<file path="src/rtl/pbt_pkg.sv">
// What this block does
// - Whole tester runs on one fixed system clock
// - Pattern words written to transmit FIFO
// - Received words read from receive FIFO
// - No receive reads while almost empty
// - No transmit writes while almost full
// - Timing derived from clock rate parameter
// - Restart resets counters, seed and detectors; mode and supply are kept (mode is reloaded from bits 1:0 of the same CTRL write)
// - Detectors reset when alignment completes
// - Clock patterns plus PRBS7 and PRBS15
// - Error insertion inverts one whole frame
// - Insertion without FIFO write is lost
// - Continuously measure interface clock frequency
// - Frames counted only while detector locked or in bad-frame state
// - Total bit errors and elapsed time tracked
// - Per-channel error counts saturating at 10000
// - Statistics sent over asynchronous serial link
// - Three supplies: nominal, plus, minus selects
// - Supply change immediate, no reset
// - Detector searches, matches reference, then locks
// - Bad frame state; two errored frames lose sync
// - Each FIFO frame is 64 bits
package pbt_pkg;
  localparam int          SYS_CLK_HZ   = 50_000_000;
  localparam int          UART_BAUD    = 115_200;
  localparam int          GATE_MS      = 1;
  localparam int          FRAME_W      = 64;
  localparam int          CHANS        = 16;
  localparam int          CHAN_ERR_W   = 14;
  localparam logic [13:0] CHAN_ERR_MAX = 14'h2710;
  localparam logic [14:0] TX_SEED      = 15'h7fff;
  localparam logic [7:0]  A_CTRL       = 8'h00;
  localparam logic [7:0]  A_SUPPLY     = 8'h04;
  localparam logic [7:0]  A_STATUS     = 8'h08;
  localparam logic [7:0]  A_FRAMES     = 8'h0c;
  localparam logic [7:0]  A_TOTAL      = 8'h10;
  localparam logic [7:0]  A_FREQ       = 8'h14;
  localparam logic [7:0]  A_ELAPSED    = 8'h18;
  localparam logic [7:0]  A_UART       = 8'h1c;
  localparam logic [7:0]  A_CHAN_BASE  = 8'h40;
  localparam int          B_RESTART    = 2;
  localparam int          B_DET_RST    = 3;
  localparam int          B_INSERT     = 4;
  localparam logic [1:0]  SUP_NOMINAL  = 2'h0;
  localparam logic [1:0]  SUP_PLUS     = 2'h1;
  localparam logic [1:0]  SUP_MINUS    = 2'h2;
  localparam logic [63:0] CLK_A_WORD   = 64'haaaaaaaaaaaaaaaa;
  localparam logic [63:0] CLK_C_WORD   = 64'hcccccccccccccccc;

  typedef enum logic [1:0] {
    MODE_CLK1010,
    MODE_CLK1100,
    MODE_PRBS7,
    MODE_PRBS15
  } pbt_mode_e;

  typedef enum logic [2:0] {
    DET_IDLE,
    DET_SEARCH,
    DET_LOCKED,
    DET_BAD,
    DET_LOSS
  } pbt_det_e;

  typedef struct packed {
    logic        psel;
    logic        penable;
    logic        pwrite;
    logic [7:0]  paddr;
    logic [31:0] pwdata;
  } pbt_apb_req_s;

  typedef struct packed {
    logic [1:0] core_supply;
    logic [1:0] output_bank_supply;
    logic [1:0] auxiliary_supply;
  } pbt_supply_s;
endpackage

</file>
<file path="src/rtl/pbt_top.sv">
// The address map and the APB slave port were chosen for this implementation.
`timescale 1ns/1ps
module pbt_top #(
  parameter int CLK_HZ = pbt_pkg::SYS_CLK_HZ
) (
  input  wire logic                 pclk,
  input  wire logic                 presetn,
  input  wire pbt_pkg::pbt_apb_req_s apb_req,
  output logic [31:0]               prdata,
  output logic                      pready,
  output logic                      pslverr,
  input  wire logic                 tx_almost_full,
  output logic                      tx_wr_en,
  output logic [63:0]               tx_data,
  input  wire logic                 rx_almost_empty,
  output logic                      rx_rd_en,
  input  wire logic [63:0]          rx_data,
  input  wire logic                 align_done,
  input  wire logic                 iface_clk_mon,
  output pbt_pkg::pbt_supply_s      supply_sel,
  output logic                      uart_txd
);
  import pbt_pkg::*;

  // Counts follow the clock parameter so a faster oscillator only changes CLK_HZ
  localparam int          MS_CYC_I  = (CLK_HZ / 1000 < 1) ? 1 : CLK_HZ / 1000;
  localparam logic [31:0] MS_CYC    = 32'(MS_CYC_I * GATE_MS);
  localparam int          BAUD_I    = (CLK_HZ / UART_BAUD < 1) ? 1 : CLK_HZ / UART_BAUD;
  localparam logic [15:0] BAUD_DIV  = 16'(BAUD_I);

  typedef struct packed {
    logic [31:0]                        prdata;
    logic                               pready;
    logic                               pslverr;
    logic [1:0]                         mode;
    pbt_supply_s                        supply;
    logic                               tx_wr;
    logic [63:0]                        tx_data;
    logic [14:0]                        tx_seed;
    logic                               rx_rd;
    logic                               rx_vld;
    pbt_det_e                           det;
    logic [63:0]                        ref_frame;
    logic                               ref_ok;
    logic                               align_q;
    logic [31:0]                        frames;
    logic [31:0]                        total;
    logic [CHANS-1:0][CHAN_ERR_W-1:0]   chan_err;
    logic [31:0]                        ms_cnt;
    logic [31:0]                        elapsed;
    logic                               mon_q;
    logic [31:0]                        edges;
    logic [31:0]                        freq;
    logic                               ua_busy;
    logic [8:0]                         ua_shift;
    logic [3:0]                         ua_cnt;
    logic [15:0]                        ua_div;
    logic                               ua_txd;
  } pbt_state_s;

  pbt_state_s s_r;
  pbt_state_s s_nxt;

  // Serial LFSR, newest bit lands in bit 0 so frame[14:0] is the next seed
  function automatic logic [63:0] pbt_prbs(input logic [1:0] mode, input logic [14:0] seed);
    logic [14:0] s;
    logic        b;
    logic [63:0] f;
    s = seed;
    f = '0;
    for (int i = FRAME_W - 1; i >= 0; i--) begin
      b    = (mode == MODE_PRBS7) ? (s[6] ^ s[5]) : (s[14] ^ s[13]);
      s    = {s[13:0], b};
      f[i] = b;
    end
    return f;
  endfunction

  // Reference for the frame after prev; clock patterns simply repeat
  function automatic logic [63:0] pbt_predict(input logic [1:0] mode, input logic [63:0] prev);
    logic [63:0] f;
    if (mode == MODE_PRBS7 || mode == MODE_PRBS15) begin
      f = pbt_prbs(mode, prev[14:0]);
    end else begin
      f = prev;
    end
    return f;
  endfunction

  function automatic logic [2:0] pbt_pop4(input logic [3:0] v);
    return 3'(v[0]) + 3'(v[1]) + 3'(v[2]) + 3'(v[3]);
  endfunction

  // Channel counters sit in a window of their own above the scalar registers
  function automatic logic pbt_in_chan(input logic [7:0] a);
    logic h;
    h = (a >= A_CHAN_BASE) && (a < A_CHAN_BASE + 8'(4 * CHANS));
    return h;
  endfunction

  // Zero-wait slave: data and error are fixed in the setup cycle, so reads cost no stall
  function automatic logic pbt_is_setup(input pbt_apb_req_s r);
    logic t;
    t = r.psel & ~r.penable;
    return t;
  endfunction

  function automatic logic [31:0] pbt_read(input pbt_state_s st, input logic [7:0] a,
                                           input logic al);
    logic [31:0] d;
    d = '0;
    if (pbt_in_chan(a)) begin
      d = 32'(st.chan_err[4'(a[5:2])]);
    end else begin
      case (a)
        A_CTRL:    d = 32'(st.mode);
        A_SUPPLY:  d = {26'h0, st.supply.auxiliary_supply, st.supply.output_bank_supply,
                        st.supply.core_supply};
        A_STATUS:  d = {27'h0, st.ua_busy, al, st.det};
        A_FRAMES:  d = st.frames;
        A_TOTAL:   d = st.total;
        A_FREQ:    d = st.freq;
        A_ELAPSED: d = st.elapsed;
        A_UART:    d = 32'(st.ua_busy);
        default:   d = '0;
      endcase
    end
    return d;
  endfunction

  function automatic logic pbt_mapped(input logic [7:0] a);
    logic m;
    m = (a[1:0] == 2'h0) && (a <= A_UART || pbt_in_chan(a));
    return m;
  endfunction

  always_comb begin
    logic        wr;
    logic        wr_ctrl;
    logic        wr_sup;
    logic        wr_uart;
    logic        setup;
    logic [47:0] cnt_c;
    logic        restart;
    logic        det_rst;
    logic        insert;
    logic [63:0] expect_f;
    logic [63:0] diff;
    logic [6:0]  nerr;
    logic [2:0]  cerr;
    logic [14:0] csum;
    logic [32:0] tsum;
    logic        tick;
    wr       = 1'b0;
    wr_ctrl  = 1'b0;
    wr_sup   = 1'b0;
    wr_uart  = 1'b0;
    setup    = 1'b0;
    cnt_c    = '0;
    restart  = 1'b0;
    det_rst  = 1'b0;
    insert   = 1'b0;
    expect_f = '0;
    diff     = '0;
    nerr     = '0;
    cerr     = '0;
    csum     = '0;
    tsum     = '0;
    tick     = 1'b0;
    s_nxt    = s_r;

    // Zero-wait APB: read data and error prepared in the setup cycle
    setup         = pbt_is_setup(apb_req);
    s_nxt.pready  = setup;
    s_nxt.pslverr = setup & ~pbt_mapped(apb_req.paddr);
    s_nxt.prdata  = setup ? pbt_read(s_r, apb_req.paddr, align_done) : '0;
    wr = apb_req.psel & apb_req.penable & apb_req.pwrite & s_r.pready & ~s_r.pslverr;
    wr_ctrl = wr && apb_req.paddr == A_CTRL;
    wr_sup  = wr && apb_req.paddr == A_SUPPLY;
    wr_uart = wr && apb_req.paddr == A_UART;

    if (wr_ctrl) begin
      s_nxt.mode = apb_req.pwdata[1:0];
      restart    = apb_req.pwdata[B_RESTART];
      det_rst    = apb_req.pwdata[B_DET_RST];
      insert     = apb_req.pwdata[B_INSERT];
    end
    if (wr_sup) begin
      // Applied at once and untouched by restart
      s_nxt.supply.core_supply        = apb_req.pwdata[1:0];
      s_nxt.supply.output_bank_supply = apb_req.pwdata[3:2];
      s_nxt.supply.auxiliary_supply   = apb_req.pwdata[5:4];
    end

    // Transmit: write only when there is room; the FIFO absorbs the write latency
    s_nxt.tx_wr = ~tx_almost_full;
    if (~tx_almost_full) begin
      case (s_r.mode)
        MODE_CLK1010: s_nxt.tx_data = CLK_A_WORD;
        MODE_CLK1100: s_nxt.tx_data = CLK_C_WORD;
        default: begin
          s_nxt.tx_data = pbt_prbs(s_r.mode, s_r.tx_seed);
          s_nxt.tx_seed = s_nxt.tx_data[14:0];
        end
      endcase
      if (insert) begin
        s_nxt.tx_data = ~s_nxt.tx_data;
      end
    end
    // An insert landing on a cycle without a write is simply dropped

    // Receive: data shows one cycle after the read strobe
    s_nxt.rx_rd  = ~rx_almost_empty;
    s_nxt.rx_vld = s_r.rx_rd;

    // Detector
    expect_f = pbt_predict(s_r.mode, s_r.ref_frame);
    diff     = rx_data ^ expect_f;
    // Per-channel counts are worked out once and shared by total and histogram
    for (int c = 0; c < CHANS; c++) begin
      cnt_c[3*c +: 3] = pbt_pop4(diff[4*c +: 4]);
      nerr            = nerr + 7'(cnt_c[3*c +: 3]);
    end
    case (s_r.det)
      DET_IDLE: begin
        s_nxt.det    = DET_SEARCH;
        s_nxt.ref_ok = 1'b0;
      end
      DET_SEARCH: begin
        if (s_r.rx_vld) begin
          s_nxt.ref_frame = rx_data;
          s_nxt.ref_ok    = 1'b1;
          if (s_r.ref_ok && nerr == 7'h0) begin
            s_nxt.det = DET_LOCKED;
          end
        end
      end
      DET_LOCKED, DET_BAD: begin
        if (s_r.rx_vld) begin
          // Once locked the reference free-runs so errors do not propagate
          s_nxt.ref_frame = expect_f;
          s_nxt.frames    = s_r.frames + 32'h1;
          tsum            = {1'b0, s_r.total} + 33'(nerr);
          s_nxt.total     = tsum[32] ? 32'hffffffff : tsum[31:0];
          for (int c = 0; c < CHANS; c++) begin
            cerr = cnt_c[3*c +: 3];
            csum = {1'b0, s_r.chan_err[c]} + 15'(cerr);
            s_nxt.chan_err[c] = (csum > 15'(CHAN_ERR_MAX)) ? CHAN_ERR_MAX
                                                            : csum[13:0];
          end
          if (nerr != 7'h0) begin
            s_nxt.det = (s_r.det == DET_BAD) ? DET_LOSS : DET_BAD;
          end else begin
            s_nxt.det = DET_LOCKED;
          end
        end
      end
      DET_LOSS: s_nxt.det = DET_LOSS;
      default:  s_nxt.det = DET_IDLE;
    endcase

    // Alignment finishing restarts the detectors
    s_nxt.align_q = align_done;
    if (align_done && !s_r.align_q) begin
      det_rst = 1'b1;
    end
    if (det_rst) begin
      s_nxt.det    = DET_IDLE;
      s_nxt.ref_ok = 1'b0;
    end

    // Millisecond base for elapsed time and the frequency gate
    tick = (s_r.ms_cnt >= MS_CYC - 32'h1);
    s_nxt.ms_cnt = tick ? 32'h0 : s_r.ms_cnt + 32'h1;
    if (tick) begin
      s_nxt.elapsed = s_r.elapsed + 32'h1;
    end
    // Monitor clock must be slower than half the system clock to count
    s_nxt.mon_q = iface_clk_mon;
    if (tick) begin
      s_nxt.freq  = s_r.edges;
      s_nxt.edges = {31'h0, iface_clk_mon & ~s_r.mon_q};
    end else if (iface_clk_mon && !s_r.mon_q) begin
      s_nxt.edges = s_r.edges + 32'h1;
    end

    // Byte transmitter used by the controller to ship statistics
    if (!s_r.ua_busy) begin
      if (wr_uart) begin
        s_nxt.ua_busy  = 1'b1;
        s_nxt.ua_txd   = 1'b0;
        s_nxt.ua_shift = {1'b1, apb_req.pwdata[7:0]};
        s_nxt.ua_cnt   = 4'h9;
        s_nxt.ua_div   = BAUD_DIV - 16'h1;
      end
    end else if (s_r.ua_div != 16'h0) begin
      s_nxt.ua_div = s_r.ua_div - 16'h1;
    end else if (s_r.ua_cnt == 4'h0) begin
      s_nxt.ua_busy = 1'b0;
    end else begin
      s_nxt.ua_txd   = s_r.ua_shift[0];
      s_nxt.ua_shift = {1'b1, s_r.ua_shift[8:1]};
      s_nxt.ua_cnt   = s_r.ua_cnt - 4'h1;
      s_nxt.ua_div   = BAUD_DIV - 16'h1;
    end

    // Supply survives restart; mode is reloaded from bits 1:0 of the same CTRL write, so a margin run can be repeated
    if (restart) begin
      s_nxt.tx_wr     = 1'b0;
      s_nxt.tx_seed   = TX_SEED;
      s_nxt.det       = DET_IDLE;
      s_nxt.ref_ok    = 1'b0;
      s_nxt.frames    = '0;
      s_nxt.total     = '0;
      s_nxt.chan_err  = '0;
      s_nxt.ms_cnt    = '0;
      s_nxt.elapsed   = '0;
      s_nxt.edges     = '0;
    end
  end

  always_ff @(posedge pclk or negedge presetn) begin
    if (!presetn) begin
      s_r          <= '0;
      s_r.tx_seed  <= TX_SEED;
      s_r.det      <= DET_IDLE;
      s_r.mode     <= MODE_PRBS7;
      s_r.supply   <= '{SUP_NOMINAL, SUP_NOMINAL, SUP_NOMINAL};
      s_r.ua_shift <= 9'h1ff;
      s_r.ua_txd   <= 1'b1;
    end else begin
      s_r <= s_nxt;
    end
  end

  assign prdata     = s_r.prdata;
  assign pready     = s_r.pready;
  assign pslverr    = s_r.pslverr;
  assign tx_wr_en   = s_r.tx_wr;
  assign tx_data    = s_r.tx_data;
  assign rx_rd_en   = s_r.rx_rd;
  assign supply_sel = s_r.supply;
  assign uart_txd   = s_r.ua_txd;
endmodule

</file>
<file path="config.mk">
export PLATFORM = sky130hd
export DESIGN_NAME = pbt_top
export DESIGN_NICKNAME = d
export VERILOG_FILES = /design/src/rtl/pbt_pkg.sv /design/src/rtl/pbt_top.sv
export SDC_FILE = /design/constraint.sdc
export NUM_CORES = 2
export LEC_CHECK = 0
export ABC_AREA = 1
export BUFFER_PORTS_ARGS = -buffer_cell sky130_fd_sc_hd__buf_2
export CORE_ASPECT_RATIO = 0.5
export CORE_MARGIN = 2
export CORE_UTILIZATION = 57
export DETAILED_ROUTE_END_ITERATION = 8
export PLACE_DENSITY_LB_ADDON = 0.05
export SKIP_LAST_GASP = 1
export SLEW_MARGIN = 40
export SYNTH_ARGS = -nofsm -noshare
export SYNTH_HDL_FRONTEND = slang
export SYNTH_SLANG_ARGS = --single-unit
export TNS_END_PERCENT = 1
</file>
<file path="constraint.sdc">
create_clock -name pclk -period 10.76 [get_ports pclk]
set_clock_uncertainty 0.1 [all_clocks]
set_input_delay 2.69 -clock pclk [delete_from_list [all_inputs] [get_ports pclk]]
set_output_delay 2.69 -clock pclk [all_outputs]
set_load 0.05 [all_outputs]
</file>
# Word level (Yosys, flattened, before mapping)
# Cells that the tools add are included.
[totals]
elab_cells = 559
input_bits = 113
out_inout_bits = 107
ff_bits = 641
[classes]
bitwise = 159
n_addsub = 86
n_reduce_logical = 36
order_cmp = 21
muxes = 189
eq_ne = 24
[op_table]
columns = ["cell", "count"]
rows = [
  ["288-bit two-way mux", 2],
  ["352-bit two-way mux", 1],
  ["32-bit two-way mux", 8],
  ["32-bit case mux with 8 select lines", 1],
  ["64-bit case mux with 2 select lines", 2],
  ["14-bit two-way mux", 18],
  ["14-bit by 3-bit adder with 15-bit output", 16],
  ["15-bit by 14-bit greater-than comparator with 1-bit output, second input constant", 16],
  ["64-bit two-way mux", 3],
  ["1-bit XOR", 144],
  ["1-bit two-way mux", 137],
  ["32-bit by 1-bit adder with 32-bit output, second input constant", 4],
  ["7-bit by 3-bit adder with 7-bit output", 11],
  ["68-bit two-way mux", 1],
  ["67-bit two-way mux", 1],
  ["64-bit NOT", 1],
  ["64-bit XOR", 1],
  ["31-bit two-way mux", 2],
  ["14-bit binary-select mux with 4-bit select", 1],
  ["2-bit by 1-bit adder with 3-bit output", 16],
  ["3-bit by 1-bit adder with 3-bit output", 16],
  ["15-bit two-way mux", 3],
  ["32-bit by 7-bit adder with 33-bit output", 1],
  ["1-bit by 1-bit adder with 2-bit output", 16],
  ["46 further kinds", 93],
]

# Depth between registers and ports, before layout
[logic_depth]
word_depth = 49
depth_mapped = 80
ltp_nobuf = 80

# Least setup slack after synthesis
# No wires, ideal clock.
[synth_path]
kind = "register to register"
start = "register s_r[606] (netlist name)"
end = "register s_r[414] (netlist name)"
stages_incl_launch_ff = 69
t_required_ns = 10.577
arrival_ns = 11.218
n_path_buf = 2
slack_ns = -0.641
setup_ns = 0.083
period_less_slack_ns = 11.401
path_cell_list = "dfstp_2 > inv_4 > nor2_4 > buf_12 > nand2_2 > nand2_2 > inv_2 > nand2_2 > nand2_2 > a21boi_4 > inv_2 > nand2_1 > nand3_1 > nand2_2 > nand3_1 > nand3_2 > nand2_4 > nand2_1 > [33 not listed] > a211oi_1 > xor2_1 > ha_1 > nand2_1 > o21ai_0 > nor2_1 > nor2_1 > o21ai_0 > nor2_1 > inv_1 > nor2_1 > nand2_1 > nor4_1 > nand2_1 > nor4_1 > clkbuf_1 > o21ai_0 > o21ai_0"
[synth_between]
elab_chain_len = 47
word_cells_on_any_way = 195
classes_between = "64 x add/sub; 2 x eq/ne; 69 x mux; 59 x bitwise; 1 x reduce/logical"
[synth_lines]
columns = ["item", "line_no", "source"]
rows = [
  ["from (decl)", "pbt_top.sv:61", "pbt_state_s s_r;"],
  ["from (signal assigned)", "pbt_top.sv:332", "s_r <= s_nxt;"],
  ["2-bit == test", "pbt_top.sv:72, pbt_top.sv:82", ""],
  ["1-bit two-way mux", "pbt_top.sv:72", "b = (mode == MODE_PRBS7) ? (s[6] ^ s[5]) : (s[14] ^ s[13]);"],
  ["1-bit XOR", "pbt_top.sv:72", ""],
  ["1-bit two-way mux", "pbt_top.sv:72", ""],
  ["1-bit XOR", "pbt_top.sv:72", ""],
  ["1-bit two-way mux", "pbt_top.sv:72", ""],
  ["1-bit XOR", "pbt_top.sv:72", ""],
  ["1-bit two-way mux", "pbt_top.sv:72", ""],
  ["[22 not listed]", "--", ""],
  ["6-bit by 3-bit adder with 7-bit output", "pbt_top.sv:222", "nerr = nerr + 7'(cnt_c[3*c +: 3]);"],
  ["7-bit by 3-bit adder with 7-bit output (10 in a row)", "pbt_top.sv:222", ""],
  ["7-bit by 3-bit adder with 7-bit output *", "pbt_top.sv:222", ""],
  ["32-bit by 7-bit adder with 33-bit output *", "pbt_top.sv:243", "tsum = {1'b0, s_r.total} + 33'(nerr);"],
  ["32-bit two-way mux *", "pbt_top.sv:244", "s_nxt.total = tsum[32] ? 32'hffffffff : tsum[31:0];"],
  ["288-bit two-way mux *", "pbt_top.sv:239", "if (s_r.rx_vld) begin"],
  ["288-bit two-way mux *", "pbt_top.sv:224", "case (s_r.det)"],
  ["352-bit two-way mux *", "pbt_top.sv:308", "if (restart) begin"],
]
# Mark *: on every way between the ends. The rest lies on a longest branch, timed or not. The select of a mux whose other input is x is not followed.
# A chain may end at the register's enable or synchronous reset.

# Final worst setup path
[layout_path]
start = "register s_r[606] (netlist name)"
end = "register s_r[400] (netlist name)"
# The elaborated chain is that of the path after synthesis.

==> impl_metrics.env <==
export IMPL_critPathMaxFanout=11
export IMPL_timing_critical_path_slowest_cell_delay_ns=0.63
export IMPL_violations="setup timing"
export IMPL_ys_ff_latch=641
export IMPL_first_pass_iters=9
export IMPL_worstPathArrival_ns=12.54
export IMPL_clk_path_buf_depth=3
export IMPL_clock_transition_at_the_registers_of_the_reported_paths_ns=0.07
export IMPL_synthCells=5870
export IMPL_synth_warnings=0
export IMPL_synth_top_cell_by_area="sky130_fd_sc_hd__dfrtp_1"
export IMPL_diodes=0
export IMPL_path_class="reg2reg"
export IMPL_ant_nets=0
export IMPL_final_critical_path_setup_slack_ns=-1.30
export IMPL_synth_edf_count=0
export IMPL_finish_utilization_pct=65.3
export IMPL_viasPerCell=5.89
export IMPL_netlist_top_cells_count="1191 x sky130_fd_sc_hd__nand2_1, 636 x sky130_fd_sc_hd__inv_1, 615 x sky130_fd_sc_hd__dfrtp_1, 532 x sky130_fd_sc_hd__nand3_1, 526 x sky130_fd_sc_hd__o21ai_0"
export IMPL_drt_iter0_drc=4137
export IMPL_detail_route_drc_violations=0
export IMPL_timing_critical_path_required_ns=11.25
export IMPL_worst_setup_path_endpoint="s_r[400]"
export IMPL_yosys_top_cells_area="sky130_fd_sc_hd__dfrtp_1 34%, sky130_fd_sc_hd__nand2_1 10%, sky130_fd_sc_hd__nand3_1 5.9%, sky130_fd_sc_hd__o21ai_0 5.9%, sky130_fd_sc_hd__xor2_1 5.4%"
export IMPL_design_portCount=220
export IMPL_synth_seq_area_share_pct=35.8
export IMPL_fp_coreArea_mm2=0.0777
export IMPL_report_final_setup_viol=32
export IMPL_dp_cells=7121
export IMPL_synth_async_reset_ratio_pct=100
export IMPL_finalCritPeriodShare_pct=112
export IMPL_area_delta_synth_final_pct=13.0
export IMPL_slew_viol_final=0
export IMPL_floorplan_die_width_um=401
export IMPL_finalNetCount=6462
export IMPL_dp_final_hpwl_mm=102
export IMPL_worst_r2r_cell_count=74
export IMPL_grt_antenna_before_repair=1
export IMPL_rsz_0062_raised_after_global_routing="yes"
export IMPL_synth_distinct_cells=78
export IMPL_cts_made_buffers=59
export IMPL_outcome="finished, violations left"
export IMPL_timing_critical_path_from_type="flop"
export IMPL_grt_usage_pct=34.0
export IMPL_wire_length_of_the_first_global_routing_pass_mm=223
export IMPL_timing_hold_worst_class="reg2reg"
export IMPL_most_frequent_cell_after_synthesis="sky130_fd_sc_hd__nand2_1"
export IMPL_clock_tree_htree_level_count=2
export IMPL_routabilityCongestion=0.962
export IMPL_min_period_ns=12.06
export IMPL_die_area_mm2=0.0812
export IMPL_clock_latency_late_sink_ns=0.67
export IMPL_rows=72
export IMPL_worstReg2RegStart="s_r[606]"
export IMPL_route_vias_total=42716
export IMPL_drive_gt1_share_pct=17.4
export IMPL_crit_start="s_r[606]"
export IMPL_netlist_area_leader_share_pct=34.3
export IMPL_floorplan_die_height_um=203
export IMPL_post_synth_cell_area_avg_um2=7.65
export IMPL_slew_limit_headroom_pct=32.5
export IMPL_critPathCaptureType="flop"
export IMPL_cp_slowest_cell="sky130_fd_sc_hd__dfstp_2"
export IMPL_maximum_clock_rate_mhz=82.9
export IMPL_initial_utilization_pct=57.8
export IMPL_cts_tree="built"
export IMPL_syn_cell_area_mm2=0.0449
export IMPL_crit_path_most_repeated_cell="sky130_fd_sc_hd__nand2_1"
export IMPL_reg2reg_slack_ns=-1.30
export IMPL_layoutNonFillerInstCount=7249
export IMPL_globalRouteOverflowTotal=0
export IMPL_regToRegEndpoint="s_r[400]"
export IMPL_hold_viol_final=0
export IMPL_cts_root_buffer_cell="sky130_fd_sc_hd__clkbuf_16"
export IMPL_max_cap_viol_count=0
export IMPL_place_port_buffers=195
export IMPL_grt_max_degree=136
export IMPL_drt_wl_total_mm=141
export IMPL_detail_route_wl_per_cell_um=19.4
export IMPL_clkSinkCount=641
export IMPL_number_of_global_route_vias_before_repair=41068
export IMPL_worst_slew_pin_transition_ns=1.00
export IMPL_dominantRegCellSynth="sky130_fd_sc_hd__dfrtp_1"
## cell type report
type                       count  area [um2]
clock buffer                  86        1730
clock inverter                20         300
fill                        6788       26900
inverter                     668        2510
multi-input combinational   4215       24800
sequential                   641       16100
tap                         1036        1300
timing repair buffer         583        4060
## layer usage
| metal | global-route usage, % | part of all wire [%] | vias to the layer above |
|---|---|---|---|
| met5 | 0 | 0.010 | - |
| met4 | 13.2 | 4.0 | 2 |
| met3 | 4.36 | 6.7 | 300 |
| met2 | 56.0 | 47 | 1596 |
| met1 | 46.2 | 43 | 20549 |
| li1 | - | - | 20269 |
## repair_timing
| action | 4_1_cts | 5_1_grt |
|---|---|---|
| hold buffers | 0 | 0 |
| resized for setup | 35 | 11 |
| endpoints found under the hold margin | 0 | 0 |
| setup endpoints to repair | 33 | 35 |
| pin swaps | 25 | 6 |
| buffers inserted | 14 | 2 |
| cloned | 1 | 1 |
## worst max-delay path, delay by kind of cell (launching register included)
family                   cells  cell delay [ns]
adder cells (fa/ha/maj)     11             4.31
AND/OR/NAND/NOR             39             4.23
buffers and inverters       16             1.56
AO/OA/AOI/OAI                6             0.75
flip-flops                   1             0.63
XOR/XNOR                     2             0.36
## placed cells by master, fill, tap and decap left out, drive strengths merged, types with 108 or more instances in the layout
cell type	instances
dfrtp	615
inv	658
buf	582
o22ai	142
xor2	280
nor2	337
nand2	1343
ha	108
a21oi	181
nand3	582
o21ai	558
## how the worst min path moves through the flow
stage              from       end  slack [ns]  cells past startpoint
2_1_floorplan  s_r[128]  s_r[128]        0.33                      1
3_3_place_gp   rx_rd_en  s_r[517]        0.26                      0
3_5_place_dp   rx_rd_en  s_r[517]        0.26                      0
4_1_cts        rx_rd_en  s_r[517]        0.29                      0
5_1_grt        rx_rd_en  s_r[517]        0.30                      0
6_report       rx_rd_en  s_r[517]        0.29                      0
## metrics by stage
step,setup TNS [ns],cell area (um2),setup WS (ns),hold slack (ns)
2_1_floorplan,-1.61,45200,-0.0920,0.333
3_3_place_gp,-39.41,48200,-1.37,0.256
6_report,-36.85,50700,-1.30,0.288
5_1_grt,-64.31,50700,-2.10,0.300
4_1_cts,-32.04,50500,-1.09,0.287
3_5_place_dp,-44.68,48300,-1.55,0.265
## registers in the layout, indices dropped and copies added, names as in the netlist
register	count
rx_rd_en	1
prdata	32
s_r	534
supply_sel	6
pslverr	1
uart_txd	1
pready	1
tx_data	64
tx_wr_en	1
## kinds of logic (layout without fill, tap and decap cells)
| group | count (synthesis) | after routing | synth area share, % |
|---|---|---|---|
| AND/OR/NAND/NOR | 2495 | 2495 | 25.2 |
| buffers and inverters | 1029 | 1357 | 10.3 |
| AO/OA/AOI/OAI | 1215 | 1215 | 16.4 |
| flip-flops | 641 | 641 | 35.8 |
| other | 1 | 16 | 0.00835 |
| XOR/XNOR | 308 | 308 | 6.06 |
| adder cells (fa/ha/maj) | 181 | 181 | 6.26 |
Power is left out: the tool's default activity adds up to more than one toggle a clock period on the data nets, which glitch-free logic cannot reach.
